### config.mk
export PLATFORM = sky130hd
export DESIGN_NAME = sci_mute_parity_status
export DESIGN_NICKNAME = d
export VERILOG_FILES = /design/src/hdl/sci_pkg.sv /design/src/hdl/sci_mute_parity_status.sv
export SDC_FILE = /design/constraint.sdc
export NUM_CORES = 1
export LEC_CHECK = 0
export BUFFER_PORTS_ARGS = -buffer_cell sky130_fd_sc_hd__buf_2
export CORE_MARGIN = 2
export CORE_UTILIZATION = 30
export DETAILED_ROUTE_END_ITERATION = 6
export MAX_ROUTING_LAYER = met4
export SYNTH_ARGS = -nofsm -noshare
export SYNTH_HDL_FRONTEND = slang
export SYNTH_SLANG_ARGS = --single-unit
### constraint.sdc
create_clock -name i_clock -period 5 [get_ports i_clock]
set_input_delay 1.5 -clock i_clock [delete_from_list [all_inputs] [get_ports i_clock]]
set_output_delay 1.5 -clock i_clock [all_outputs]
set_load 0.01 [all_outputs]
### src/hdl/sci_pkg.sv
/*
  Shared constants and types for the serial interface receive/status block:
  register indexes and byte addresses, bit positions, reset values,
  oversampling figures, bus response codes, bus carriers and machine states.
  Assumes a 32-bit AXI4-Lite register bus with an 8-bit byte address.
*/
package sci_pkg;
  localparam int unsigned ADDR_W = 8;
  // Register indexes; the byte address is four times the index
  localparam logic [7:0] IDX_STATUS = 8'h20;
  localparam logic [7:0] IDX_DATA = 8'h21;
  localparam logic [7:0] IDX_BAUD = 8'h22;
  localparam logic [7:0] IDX_CTRL1 = 8'h23;
  localparam logic [7:0] IDX_CTRL2 = 8'h24;
  localparam logic [7:0] ADR_STATUS = {IDX_STATUS[5:0], 2'h0};
  localparam logic [7:0] ADR_DATA = {IDX_DATA[5:0], 2'h0};
  localparam logic [7:0] ADR_BAUD = {IDX_BAUD[5:0], 2'h0};
  localparam logic [7:0] ADR_CTRL1 = {IDX_CTRL1[5:0], 2'h0};
  localparam logic [7:0] ADR_CTRL2 = {IDX_CTRL2[5:0], 2'h0};
  // Reset values
  localparam logic [7:0] STATUS_RST = 8'hc0;
  localparam logic [7:0] CTRL1_RST = 8'h00;
  localparam logic [7:0] CTRL2_RST = 8'h00;
  localparam logic [7:0] BAUD_RST = 8'h00;
  // Control one bit positions
  localparam int unsigned C1_T8 = 6;
  localparam int unsigned C1_DIS = 5;
  localparam int unsigned C1_M = 4;
  localparam int unsigned C1_WAKE = 3;
  localparam int unsigned C1_PCE = 2;
  localparam int unsigned C1_PS = 1;
  localparam int unsigned C1_PIE = 0;
  // Control two bit positions
  localparam int unsigned C2_TIE = 7;
  localparam int unsigned C2_TRANSMIT_DONE_IRQ_ENABLE = 6;
  localparam int unsigned C2_RIE = 5;
  localparam int unsigned C2_LINE_QUIET_IRQ_ENABLE = 4;
  localparam int unsigned C2_TE = 3;
  localparam int unsigned C2_RE = 2;
  localparam int unsigned C2_RWU = 1;
  localparam int unsigned C2_SBK = 0;
  // Oversampling: 16 ticks a bit, votes taken at ticks 7, 8 and 9
  localparam logic [3:0] OS_LAST = 4'hf;
  localparam logic [3:0] OS_VOTE = 4'h9;
  localparam logic [3:0] OS_FIRST_VOTE = 4'h7;
  localparam logic [1:0] RESP_OKAY = 2'h0;
  localparam logic [1:0] RESP_SLVERR = 2'h2;

  typedef struct packed {
    logic awvalid;
    logic [ADDR_W-1:0] awaddr;
    logic wvalid;
    logic [31:0] wdata;
    logic [3:0] wstrb;
    logic bready;
    logic arvalid;
    logic [ADDR_W-1:0] araddr;
    logic rready;
  } axi_req_t;

  typedef struct packed {
    logic awready;
    logic wready;
    logic bvalid;
    logic [1:0] bresp;
    logic arready;
    logic rvalid;
    logic [31:0] rdata;
    logic [1:0] rresp;
  } axi_rsp_t;

  typedef enum logic [1:0] {
    RX_IDLE = 2'b00,
    RX_START = 2'b01,
    RX_DATA = 2'b10,
    RX_STOP = 2'b11
  } rx_state_t;

  typedef enum logic [0:0] {
    TX_IDLE = 1'b0,
    TX_SHIFT = 1'b1
  } tx_state_t;
endpackage

### src/hdl/sci_mute_parity_status.sv
/*
  Serial interface core: AXI4-Lite register slave, baud dividers, oversampled
  receiver with mute and wake-up, parity generation and check, transmitter,
  status flags cleared by status-then-data sequences, and the shared request.
  Assumes i_rx_pin is asynchronous; i_irq_mask and i_halt come from the CPU
  on the same clock.
*/
`timescale 1ns/10ps
module sci_mute_parity_status
  import sci_pkg::*;
(
  input wire logic i_clock, // 10 MHz system clock
  input wire logic i_srst, // Synchronous reset, active high
  input wire axi_req_t i_axi, // AXI4-Lite master to slave
  output axi_rsp_t o_axi, // AXI4-Lite slave to master
  input wire logic i_rx_pin, // Serial receive line
  output logic o_tx_pin, // Serial transmit line
  input wire logic i_irq_mask, // CPU global interrupt mask
  input wire logic i_halt, // CPU in halt mode
  output logic o_irq // Shared interrupt request
);
  logic [7:0] ctrl1_q, ctrl2_q, baud_q, rdr_q, tdr_q;
  logic r8_q, stat_armed_q, idle_armed_q;
  logic transmit_empty_flag_q, tc_q, receive_full_flag_q, idle_q, ovr_q, nf_q, fe_q, pe_q;
  logic [7:0] wr_addr_q;
  logic [7:0] wr_data_q;
  logic wr_lane_q;
  axi_rsp_t axi_q;

  // Baud divide PR * TR; PR from two select bits, TR a power of two
  function automatic logic [10:0] div_of(input logic [1:0] p, input logic [2:0] s);
    logic [10:0] pr;
    pr = 11'h001;
    case (p)
      2'h1: pr = 11'h003;
      2'h2: pr = 11'h004;
      2'h3: pr = 11'h00d;
      default: pr = 11'h001;
    endcase
    return pr << s;
  endfunction

  // Parity of the low seven or eight data bits, flipped for odd
  function automatic logic par_of(input logic [8:0] d, input logic m, input logic odd);
    return (m ? ^d[7:0] : ^d[6:0]) ^ odd;
  endfunction

  wire m_w = ctrl1_q[C1_M];
  wire pce_w = ctrl1_q[C1_PCE];
  wire mute_w = ctrl2_q[C2_RWU];
  wire run_w = !i_halt && !ctrl1_q[C1_DIS]; // Halt stops both dividers

  // Bus strobes
  wire ar_fire = i_axi.arvalid && axi_q.arready;
  wire wr_fire = !axi_q.awready && !axi_q.wready && !axi_q.bvalid;
  wire rd_stat = ar_fire && i_axi.araddr == ADR_STATUS;
  wire rd_data = ar_fire && i_axi.araddr == ADR_DATA;
  wire wr_hit = wr_fire && wr_lane_q;
  wire wr_stat = wr_hit && wr_addr_q == ADR_STATUS;
  wire wr_data = wr_hit && wr_addr_q == ADR_DATA;
  wire wr_c1 = wr_hit && wr_addr_q == ADR_CTRL1;
  wire wr_c2 = wr_hit && wr_addr_q == ADR_CTRL2;
  wire wr_map = wr_addr_q inside {ADR_STATUS, ADR_DATA, ADR_BAUD, ADR_CTRL1, ADR_CTRL2};
  wire rd_map = i_axi.araddr inside {ADR_STATUS, ADR_DATA, ADR_BAUD, ADR_CTRL1, ADR_CTRL2};
  // Second step of the status-then-data clear sequences
  wire rx_clr = stat_armed_q && rd_data;
  wire pe_clr = stat_armed_q && (rd_data || wr_data);
  wire tx_clr = stat_armed_q && wr_data;

  // AXI4-Lite handshakes; address and data latched independently
  always_ff @(posedge i_clock) begin
    if (i_srst) begin
      axi_q <= '0;
      axi_q.awready <= 1'b1;
      axi_q.wready <= 1'b1;
      axi_q.arready <= 1'b1;
      wr_addr_q <= 8'h00;
      wr_data_q <= 8'h00;
      wr_lane_q <= 1'b0;
    end else begin
      if (i_axi.awvalid && axi_q.awready) begin
        axi_q.awready <= 1'b0;
        wr_addr_q <= i_axi.awaddr;
      end
      if (i_axi.wvalid && axi_q.wready) begin
        axi_q.wready <= 1'b0;
        wr_data_q <= i_axi.wdata[7:0];
        wr_lane_q <= i_axi.wstrb[0];
      end
      if (wr_fire) begin
        axi_q.bvalid <= 1'b1;
        axi_q.bresp <= wr_map ? RESP_OKAY : RESP_SLVERR;
      end
      if (axi_q.bvalid && i_axi.bready) begin
        axi_q.bvalid <= 1'b0;
        axi_q.awready <= 1'b1;
        axi_q.wready <= 1'b1;
      end
      if (ar_fire) begin
        axi_q.arready <= 1'b0;
        axi_q.rvalid <= 1'b1;
        axi_q.rresp <= rd_map ? RESP_OKAY : RESP_SLVERR;
        case (i_axi.araddr)
          ADR_STATUS: axi_q.rdata <= {24'h0, transmit_empty_flag_q, tc_q, receive_full_flag_q, idle_q,
                                      ovr_q, nf_q, fe_q, pe_q};
          ADR_DATA: axi_q.rdata <= {24'h0, rdr_q};
          ADR_BAUD: axi_q.rdata <= {24'h0, baud_q};
          ADR_CTRL1: axi_q.rdata <= {24'h0, r8_q, ctrl1_q[6:0]};
          ADR_CTRL2: axi_q.rdata <= {24'h0, ctrl2_q};
          default: axi_q.rdata <= 32'h0;
        endcase
      end
      if (axi_q.rvalid && i_axi.rready) begin
        axi_q.rvalid <= 1'b0;
        axi_q.arready <= 1'b1;
      end
    end
  end
  assign o_axi = axi_q;

  // Status access arms the clear; a data access disarms it unless a status access comes in the same cycle
  always_ff @(posedge i_clock) begin
    if (i_srst) begin
      stat_armed_q <= 1'b0;
    end else if (rd_stat || wr_stat) begin
      stat_armed_q <= 1'b1;
    end else if (rd_data || wr_data) begin
      stat_armed_q <= 1'b0;
    end
  end

  // Baud rate sixteenfold tick dividers, receive and transmit independent
  logic [10:0] rx_div_q, tx_div_q;
  wire [10:0] rx_div = div_of(baud_q[7:6], baud_q[2:0]);
  wire [10:0] tx_div = div_of(baud_q[7:6], baud_q[5:3]);
  wire rx_tick = run_w && rx_div_q >= rx_div - 11'h001;
  wire tx_tick = run_w && tx_div_q >= tx_div - 11'h001;
  always_ff @(posedge i_clock) begin
    if (i_srst) begin
      rx_div_q <= 11'h000;
      tx_div_q <= 11'h000;
    end else if (run_w) begin
      rx_div_q <= rx_tick ? 11'h000 : rx_div_q + 11'h001;
      tx_div_q <= tx_tick ? 11'h000 : tx_div_q + 11'h001;
    end
  end

  // Pin synchroniser: the level moves once stages two and three agree
  logic rx_s1_q, rx_s2_q, rx_s3_q, rx_lvl_q;
  always_ff @(posedge i_clock) begin
    if (i_srst) begin
      rx_s1_q <= 1'b1;
      rx_s2_q <= 1'b1;
      rx_s3_q <= 1'b1;
      rx_lvl_q <= 1'b1;
    end else begin
      rx_s1_q <= i_rx_pin;
      rx_s2_q <= rx_s1_q;
      rx_s3_q <= rx_s2_q;
      if (rx_s2_q == rx_s3_q) begin
        rx_lvl_q <= rx_s3_q;
      end
    end
  end

  // Receiver bit engine
  rx_state_t rx_st_q;
  logic [3:0] rx_os_q, rx_bit_q;
  logic [8:0] rx_sh_q;
  logic [1:0] votes_q;
  logic rx_noise_q, quiet_q;
  logic [7:0] quiet_cnt_q;
  wire vote = (votes_q[0] & votes_q[1]) | (votes_q[0] & rx_lvl_q) | (votes_q[1] & rx_lvl_q);
  wire split = !(votes_q[0] == votes_q[1] && votes_q[1] == rx_lvl_q);
  wire at_vote = rx_tick && rx_os_q == OS_VOTE;
  wire [3:0] n_bits = m_w ? 4'h9 : 4'h8;
  wire [7:0] frame_ticks = {n_bits + 4'h2, 4'h0};
  wire word_done = at_vote && rx_st_q == RX_STOP;
  wire idle_ev = rx_tick && rx_st_q == RX_IDLE && !rx_lvl_q && quiet_q;
  wire [8:0] word_w = m_w ? rx_sh_q : {1'b0, rx_sh_q[8:1]};
  wire fe_w = !vote; // Bad stop bit; a break lands here too
  wire nf_w = rx_noise_q || split;
  always_ff @(posedge i_clock) begin
    if (i_srst || !ctrl2_q[C2_RE]) begin
      rx_st_q <= RX_IDLE;
      rx_os_q <= 4'h0;
      rx_bit_q <= 4'h0;
      rx_sh_q <= 9'h000;
      votes_q <= 2'h3;
      rx_noise_q <= 1'b0;
    end else if (rx_tick) begin
      rx_os_q <= rx_os_q + 4'h1;
      if (rx_os_q >= OS_FIRST_VOTE && rx_os_q < OS_VOTE) begin
        votes_q <= {votes_q[0], rx_lvl_q};
      end
      if (at_vote && rx_st_q != RX_IDLE) begin
        rx_noise_q <= rx_noise_q || split;
      end
      case (rx_st_q)
        RX_IDLE: begin
          rx_os_q <= 4'h1;
          rx_noise_q <= 1'b0;
          if (!rx_lvl_q) begin
            rx_st_q <= RX_START;
          end
        end
        RX_START: begin
          if (at_vote && vote) begin
            rx_st_q <= RX_IDLE; // Glitch, not a start bit
          end else if (rx_os_q == OS_LAST) begin
            rx_st_q <= RX_DATA;
            rx_bit_q <= 4'h0;
          end
        end
        RX_DATA: begin
          if (at_vote) begin
            rx_sh_q <= {vote, rx_sh_q[8:1]}; // Least significant bit first
            rx_bit_q <= rx_bit_q + 4'h1;
          end
          if (rx_os_q == OS_LAST && rx_bit_q == n_bits) begin
            rx_st_q <= RX_STOP;
          end
        end
        RX_STOP: begin
          if (at_vote) begin
            rx_st_q <= RX_IDLE; // Leave early so the next start is not missed
          end
        end
        default: rx_st_q <= RX_IDLE;
      endcase
    end
  end

  // Idle frame: a whole frame of ones, reported at the next start bit
  always_ff @(posedge i_clock) begin
    if (i_srst || !ctrl2_q[C2_RE]) begin
      quiet_cnt_q <= 8'h00;
      quiet_q <= 1'b0;
    end else if (rx_tick) begin
      if (rx_st_q != RX_IDLE || !rx_lvl_q) begin
        quiet_cnt_q <= 8'h00;
        quiet_q <= 1'b0;
      end else if (quiet_cnt_q >= frame_ticks - 8'h01) begin
        quiet_q <= 1'b1;
      end else begin
        quiet_cnt_q <= quiet_cnt_q + 8'h01;
      end
    end
  end

  // Mute, wake-up and acceptance of a received word
  wire msb_w = m_w ? word_w[8] : word_w[7]; // Word MSB, which is the parity slot when parity is on
  wire wake_idle = idle_ev && mute_w && !ctrl1_q[C1_WAKE];
  wire wake_addr = word_done && mute_w && ctrl1_q[C1_WAKE] && msb_w;
  wire accept = word_done && (!mute_w || wake_addr); // Muted words set nothing
  wire par_bad = pce_w && (par_of(word_w, m_w, ctrl1_q[C1_PS]) != msb_w);
  wire load_rdr = accept && !receive_full_flag_q;

  // Control registers; a control two write beats a same-cycle wake
  always_ff @(posedge i_clock) begin
    if (i_srst) begin
      ctrl1_q <= CTRL1_RST;
      ctrl2_q <= CTRL2_RST;
      baud_q <= BAUD_RST;
    end else begin
      if (wr_c1) begin
        ctrl1_q <= wr_data_q;
      end
      if (wr_hit && wr_addr_q == ADR_BAUD) begin
        baud_q <= wr_data_q;
      end
      if (wr_c2) begin
        ctrl2_q <= wr_data_q; // Can re-mute after an address wake
      end else if (wake_idle || wake_addr) begin
        ctrl2_q[C2_RWU] <= 1'b0;
      end
    end
  end

  // Receive buffer: kept on overrun, the shift register moves on
  always_ff @(posedge i_clock) begin
    if (i_srst) begin
      rdr_q <= 8'h00;
      r8_q <= 1'b0;
    end else if (load_rdr) begin
      rdr_q <= word_w[7:0];
      r8_q <= word_w[8];
    end
  end

  // Receive flags; a set in the clearing cycle wins
  always_ff @(posedge i_clock) begin
    if (i_srst) begin
      {receive_full_flag_q, idle_q, ovr_q, nf_q, fe_q, pe_q} <= STATUS_RST[5:0];
      idle_armed_q <= 1'b1;
    end else begin
      receive_full_flag_q <= load_rdr || (receive_full_flag_q && !rx_clr);
      ovr_q <= (accept && receive_full_flag_q) || (ovr_q && !rx_clr);
      nf_q <= (load_rdr && nf_w) || (nf_q && !rx_clr);
      fe_q <= (load_rdr && fe_w) || (fe_q && !rx_clr); // Overrun hides it
      pe_q <= (load_rdr && par_bad) || (pe_q && !pe_clr);
      // Idle flag only when awake, and once per received word
      idle_q <= (idle_ev && !mute_w && idle_armed_q) || (idle_q && !rx_clr);
      if (load_rdr) begin
        idle_armed_q <= 1'b1;
      end else if (idle_ev && !mute_w) begin
        idle_armed_q <= 1'b0;
      end
    end
  end

  // Transmit buffer and transmitter
  tx_state_t tx_st_q;
  logic [3:0] tx_os_q, tx_left_q;
  logic [10:0] tx_sh_q;
  logic te_prev_q, preamble_q;
  wire te_w = ctrl2_q[C2_TE];
  wire [8:0] tx_word = {ctrl1_q[C1_T8], tdr_q};
  wire tx_par = par_of(tx_word, m_w, ctrl1_q[C1_PS]);
  // Parity takes the MSB slot; the written MSB is dropped
  wire [8:0] tx_bits = !pce_w ? tx_word :
                       m_w ? {tx_par, tdr_q} : {1'b0, tx_par, tdr_q[6:0]};
  wire [10:0] tx_frame = m_w ? {1'b1, tx_bits, 1'b0} : {2'h3, tx_bits[7:0], 1'b0};
  wire tx_free = te_w && run_w && tx_st_q == TX_IDLE;
  wire tx_load = tx_free && !ctrl2_q[C2_SBK] && !preamble_q && !transmit_empty_flag_q;
  wire tx_end = tx_tick && tx_st_q == TX_SHIFT && tx_os_q == OS_LAST && tx_left_q == 4'h1;
  always_ff @(posedge i_clock) begin
    if (i_srst) begin
      tx_st_q <= TX_IDLE;
      tx_os_q <= 4'h0;
      tx_left_q <= 4'h0;
      tx_sh_q <= 11'h7ff;
      te_prev_q <= 1'b0;
      preamble_q <= 1'b0;
      o_tx_pin <= 1'b1;
    end else begin
      te_prev_q <= te_w;
      // Enabling the transmitter queues one preamble frame
      if (te_w && !te_prev_q) begin
        preamble_q <= 1'b1;
      end else if (tx_free && !ctrl2_q[C2_SBK]) begin
        preamble_q <= 1'b0;
      end
      if (tx_free && (ctrl2_q[C2_SBK] || preamble_q || !transmit_empty_flag_q)) begin
        tx_st_q <= TX_SHIFT;
        tx_os_q <= 4'h0;
        tx_left_q <= n_bits + 4'h2;
        if (ctrl2_q[C2_SBK]) begin
          tx_sh_q <= 11'h000; // Break frame, stop slot low too
        end else if (preamble_q) begin
          tx_sh_q <= 11'h7ff;
        end else begin
          tx_sh_q <= tx_frame;
        end
      end else if (tx_tick && tx_st_q == TX_SHIFT) begin
        tx_os_q <= tx_os_q + 4'h1;
        if (tx_os_q == OS_LAST) begin
          tx_sh_q <= {1'b1, tx_sh_q[10:1]}; // Ones fill; the mark after a break comes from the idle drive of the pin
          tx_left_q <= tx_left_q - 4'h1;
          if (tx_left_q == 4'h1) begin
            tx_st_q <= TX_IDLE;
          end
        end
      end
      o_tx_pin <= tx_st_q == TX_SHIFT ? tx_sh_q[0] : 1'b1;
    end
  end

  // Data register write and the transmit flags
  always_ff @(posedge i_clock) begin
    if (i_srst) begin
      tdr_q <= 8'h00;
      transmit_empty_flag_q <= STATUS_RST[7];
      tc_q <= STATUS_RST[6];
    end else begin
      if (wr_data) begin
        tdr_q <= wr_data_q;
      end
      transmit_empty_flag_q <= tx_load || (transmit_empty_flag_q && !tx_clr);
      tc_q <= tx_end || (tc_q && !tx_clr);
    end
  end

  // One request for the enabled flags, noise and framing excepted, receive ones held off while muted; it also ends wait mode, while halt blocks it
  wire rx_ev = !mute_w && ((ctrl2_q[C2_RIE] && (receive_full_flag_q || ovr_q)) ||
                           (ctrl2_q[C2_LINE_QUIET_IRQ_ENABLE] && idle_q) ||
                           (ctrl1_q[C1_PIE] && pe_q));
  wire tx_ev = (ctrl2_q[C2_TIE] && transmit_empty_flag_q) || (ctrl2_q[C2_TRANSMIT_DONE_IRQ_ENABLE] && tc_q);
  always_ff @(posedge i_clock) begin
    if (i_srst) begin
      o_irq <= 1'b0;
    end else begin
      o_irq <= (rx_ev || tx_ev) && !i_irq_mask && !i_halt;
    end
  end
endmodule

==> metrics, run 1 <==
status=finished clean; Max clock buf depth=2; XOR/XNOR Fraction of Synth Area=4.573%; clock root cell=clkbuf_16; post-synthesis register bit count=163; Final Max Tran Viols=0; DRC Markers=0; DRT iter0 DRCs=528; fillcell total=3027; Final TNS setup=0 ns; Max Cap Viol=0; largest family of logic cells by synthesized area=simple AND/OR/NAND/NOR gates; commonest non-fill, non-tap cell in the layout=dfxtp_1; via count=7558; HP Class=register to register; Vert. Die Dim=175.9 um; CTS sink count=163; fin nets=1191; WP data arrival=4.69 ns; Peak Freq=231.3 MHz; diode count=0; CTS tree=done; LEAKAGE=3.586 nW; vias in the first global route=6879; I/O pin total=105; CP Cell Sequence=nor2b_1 > or4_1 > ha_1 > nor3_1 > nand2b_1 > a22o_1 > a211oi_1 > ha_1 > a21oi_1 > o21ai_0 > a21oi_1 > o22a_2 > nand2b_1 > a21oi_1; Final WS setup=0.6759 ns; CP delay by family, top=compound AO/OA/AOI/OAI gates; register area=3263 um^2; die area=30940 um^2; Post-Synth Adder-Cell Area=5.363%; Post-Route WL=20930 um; post-synthesis mux area share=5.872%; leading cell types in the layout, fill and taps excluded=163 x dfxtp_1, 114 x nor2_1, 105 x a21oi_1; routability cong.=0.8307; fin util=34.40%; Die X=175.9 um; WS Path Type=register to register; post-route minimum period=4.324 ns; Worst-Margin Slew=1.089 ns; synthesized area=8865 um^2; core footprint=28940 um^2; pre-CTS setup slack=0.6576 ns; Pwr Density=276.8 nW/um^2; Synth Instances=1077; routed len/inst=14.06 um; Critical Path End Type=register; ys flop type=dfxtp_1; Buf+Inv Stages, Crit Path=0; DPL Wire Length=14780 um; Final Hold Violating Endpoints=0; CP max FO=29; Num CTS Buffers=17; Worst path slowest cell=o22a_2; Area growth syn-to-layout=12.29%; # port buffers=51; sequential share of the synthesized area=36.81%; RSZ-0062 raised after global routing=false; Multi-input gate area=5156 um^2; Syn. warnings=0; ys async rst share=0%; period utilization=86.48%; post_cts resized=0; Starting Density=30.64%; Max VDD drop=0.0001574 V; worst skew pair latency=0.44 ns; DR pass1 iterations=5; most frequent CP cell=a21oi_1; share of cells above drive strength 1=12.50%; largest net degree at the start of global routing=59; Max Clock Skew=0.009417 ns; Clock transition at path regs=0.07 ns; GRT Overall Usage=13.99%; syn avg cell area=8.231 um^2; Vias/cell=5.079; post-synthesis compound-gate area fraction=19.31%; total gr overflow=0; Rows=62; postcts setup bufs=0; max_slew headroom=26.94%; hold_buf cts=0; slowest stage delay, CP=0.57 ns; total power=0.002755 W; WP data required=5.36 ns; final setup fails=0; post-route antenna net violation count=0; first-pass GRT wire length=34470 um; H-tree levels=4; post-synthesis cell type count=73; CP Launch Type=register; Post-Synth Simple-Gate Area=21.67%; initial antenna violation count=0; number of synthesized flops with an enable pin=0
## layer usage
layer | up-vias | global-route usage, % | share of wire (%) | wire length (um)
li1 | 3851 | - | - | -
met1 | 3549 | 19.21 | 51 | 10600
met2 | 138 | 21.11 | 44 | 9264
met3 | 20 | 2.186 | 3.7 | 778
met4 | 0 | 4.304 | 1.4 | 289
met5 | - | - | 0 | 0
## flip-flops by register name, summed over array words and instances (netlist names), 7 cells and up, named ones only
signal and flops:
tdr_q 8, baud_q 8, rdr_q 8, tx_div_q 11, wr_addr_q 8, rx_div_q 11, quiet_cnt_q 8, ctrl1_q 7
wr_data_q 8, ctrl2_q 8, o_axi 15, tx_sh_q 11, rx_sh_q 9
## final timing paths
kind	cells past startpoint	endpoint	startpoint	slack, ns
setup / recovery	14	rx_div_q[1]	baud_q[7]	0.68
hold / removal	1	rx_s2_q	rx_s1_q	0.41
setup reg to reg	14	rx_div_q[1]	baud_q[7]	0.68
hold reg to reg	1	rx_s2_q	rx_s1_q	0.41
## kinds of logic (layout without fill, tap and decap cells)
kind of cell               Yosys count  count (layout)
buffers and inverters              122             124
and+or+nand+nor                    387             387
AOI/OAI and AO/OA                  273             273
adders and majority gates           38              38
DFF                                163             163
other                                1              26
muxes                               50              50
xor gates and xnor gates            43              43
## Yosys cell counts, drive strengths merged, types with 10 or more instances
library cell	n	area, um^2
o21ai	63	315.3
a21o	11	82.58
nand2	82	310.3
xor2	14	122.6
buf	41	260.3
dfxtp	163	3263
nand2b	13	81.33
mux2i	34	340.3
nor2b	11	68.82
a211oi	14	105.1
ha	38	475.5
a21oi	105	525.5
nor3	15	75.07
clkbuf	59	221.5
inv	22	82.58
nand3	66	330.3
a22o	10	87.58
mux2	16	180.2
xnor2	27	236.5
or3	20	131.4
nor2	114	427.9
## report_power, final
group / total (W) / internal (W) / switching (W) / leakage [nW]
clock network: 0.00129 / 0.000701 / 0.000588 / 0.287
registers: 0.00134 / 0.00132 / 0.0000213 / 1.32
logic: 0.000128 / 0.0000421 / 0.0000855 / 1.98
total: 0.00275 / 0.00206 / 0.000695 / 3.59
## stage by stage
stage | cell area (um^2) | std cells | hold slack (ns)
final | 9955 | 1488 | 0.4096
after detailed placement | 9383 | 1456 | 0.3977
after global routing | 9955 | 1488 | 0.4311
after global placement | 9383 | 1456 | 0.3928
after floorplan | 8959 | 1102 | 0.3895
after CTS | 9955 | 1488 | 0.4126
## cell type report
class | count | area share [%]
inverters | 22 | 0.8296
repair buffers | 70 | 4.022
multi-input cells | 817 | 51.80
clock inverters | 15 | 1.471
well taps | 384 | 4.827
flip-flops and latches | 163 | 32.78
clock buffers | 17 | 4.274
No activity file was read; power rests on OpenSTA's default activity.
==> run 2: changes to the inputs <==
--- a/config.mk
+++ b/config.mk
@@ -7,5 +7,5 @@
 export LEC_CHECK = 0
 export BUFFER_PORTS_ARGS = -buffer_cell sky130_fd_sc_hd__buf_2
-export CORE_MARGIN = 2
+export CORE_MARGIN = 10
 export CORE_UTILIZATION = 30
 export DETAILED_ROUTE_END_ITERATION = 6
==> constraint.sdc (replaced) <==
create_clock -name i_clock -period 5 [get_ports i_clock]
set_input_delay 0.75 -clock i_clock [delete_from_list [all_inputs] [get_ports i_clock]]
set_output_delay 0.75 -clock i_clock [all_outputs]
set_load 0.01 [all_outputs]
==> run 2 against run 1 <==
  * Clock power hardly changed
  * Worst hold slack better by 0.0078 ns
  * Via count is 0.28% lower
  * Die area is 19% higher
  * Critical path depth is 2 higher
  * Largest cell class unchanged
==> metrics, run 2 (synthesis gave the netlist of run 1 again) <==
Vias/cell=5.069; WP data required=5.33 ns; WP data arrival=4.65 ns; Hold Slack=0.4175 ns; hold_buf cts=0; Max Cap Viol=0; postcts setup bufs=0; fillcell total=3026; final setup fails=0; Non-Filler Instances=1487; Peak Freq=231.3 MHz; DPL Wire Length=15540 um; core footprint=28940 um^2; pre-CTS setup slack=0.6347 ns; post-route antenna net violation count=0; DRT iter0 DRCs=527; post-route minimum period=4.323 ns; Die X=191.9 um; total gr overflow=0; GRT Overall Usage=12.18%; routed len/inst=14.61 um; H-tree levels=4; initial antenna violation count=2; largest net degree at the start of global routing=66; first-pass GRT wire length=36030 um; Post-Route WL=21720 um; Clock transition at path regs=0.07 ns; Max clock buf depth=2; clock root cell=clkbuf_16; Largest register FFs=15; post_cts resized=0; Max VDD drop=0.0001861 V; Area growth syn-to-layout=12.38%; Final Max Tran Viols=0; Pwr Density=278.3 nW/um^2; CTS tree=done; I/O pin total=105; Final TNS setup=0 ns; Worst-Margin Slew=1.154 ns; status=finished clean; Final WS setup=0.6771 ns; fin nets=1188; Starting Density=30.64%; period utilization=86.46%; Num CTS Buffers=17; worst skew pair latency=0.43 ns; CP max FO=21; Rows=62; leading cell types in the layout, fill and taps excluded=163 x dfxtp_1, 114 x nor2_1, 105 x a21oi_1; Critical Path End Type=register; vias in the first global route=7088; Post-DP Area=9373 um^2; CTS sink count=163; Final Hold Violating Endpoints=0; Inst Count DP=1453; die area=36830 um^2; HP Class=register to register; CP Launch Type=register; Vert. Die Dim=191.9 um; RSZ-0062 raised after global routing=false; LEAKAGE=3.571 nW; WS Path Type=register to register; share of cells above drive strength 1=12.08%; routability cong.=0.8667; # port buffers=51; via count=7537; commonest non-fill, non-tap cell in the layout=dfxtp_1; DRC Markers=0; DR pass1 iterations=5; Max Clock Skew=0.01649 ns; max_slew headroom=22.57%; Design Area, Final=9962 um^2
==> run 2: worst max-delay path, stage by stage, from the launching register on <==
cell	delay (ns)
dfxtp_1	0.50
nand2b_1	0.30
nand2_1	0.08
a211o_1	0.32
ha_1	0.31
nor3_1	0.25
nand2b_1	0.13
a22o_1	0.12
a211oi_1	0.08
ha_1	0.30
nand2_1	0.06
o21ai_0	0.17
a21oi_1	0.09
o22ai_2	0.81
buf_4	0.31
a31oi_1	0.09
a311oi_1	0.27
==> run 2: worst paths after layout <==
kind	from	endpoint	slack, ns	cells past startpoint
min reg2reg	rx_s1_q	rx_s2_q	0.42	1
max reg2reg	baud_q[6]	register	0.68	16
max	baud_q[6]	register	0.68	16
min	rx_s1_q	rx_s2_q	0.42	1
==> run 2: power breakdown <==
part	internal (W)	switching, W
combinational	0.0000429	0.0000875
clock	0.000720	0.000585
sequential	0.00132	0.0000208
==> run 2: layout make-up <==
class | instances | area (um^2) | area share, %
antenna | 2 | 5.005 | 0.05024
tap | 384 | 480.5 | 4.823
inverter | 22 | 82.58 | 0.8289
multi-input combinational | 817 | 5156 | 51.76
sequential | 163 | 3263 | 32.76
clock inverter | 12 | 137.6 | 1.382
clock buffer | 20 | 446.7 | 4.484
timing repair buffer | 67 | 390.4 | 3.919
==> run 2: metrics by stage <==
stage	total power, W	utilization [%]
after global placement	0.001496	32.39
after detailed placement	0.001498	32.39
after CTS	0.002806	34.41
final	0.002772	34.43
after global routing	0.002877	34.43
after floorplan	0.001459	-
==> run 2: layer usage <==
layer	vias to the layer above	routed length [um]	global-route usage, %
li1	3845	-	-
met5	-	0	-
met3	20	762	1.687
met2	157	9704	18.23
met4	0	326	4.117
met1	3515	10930	16.51
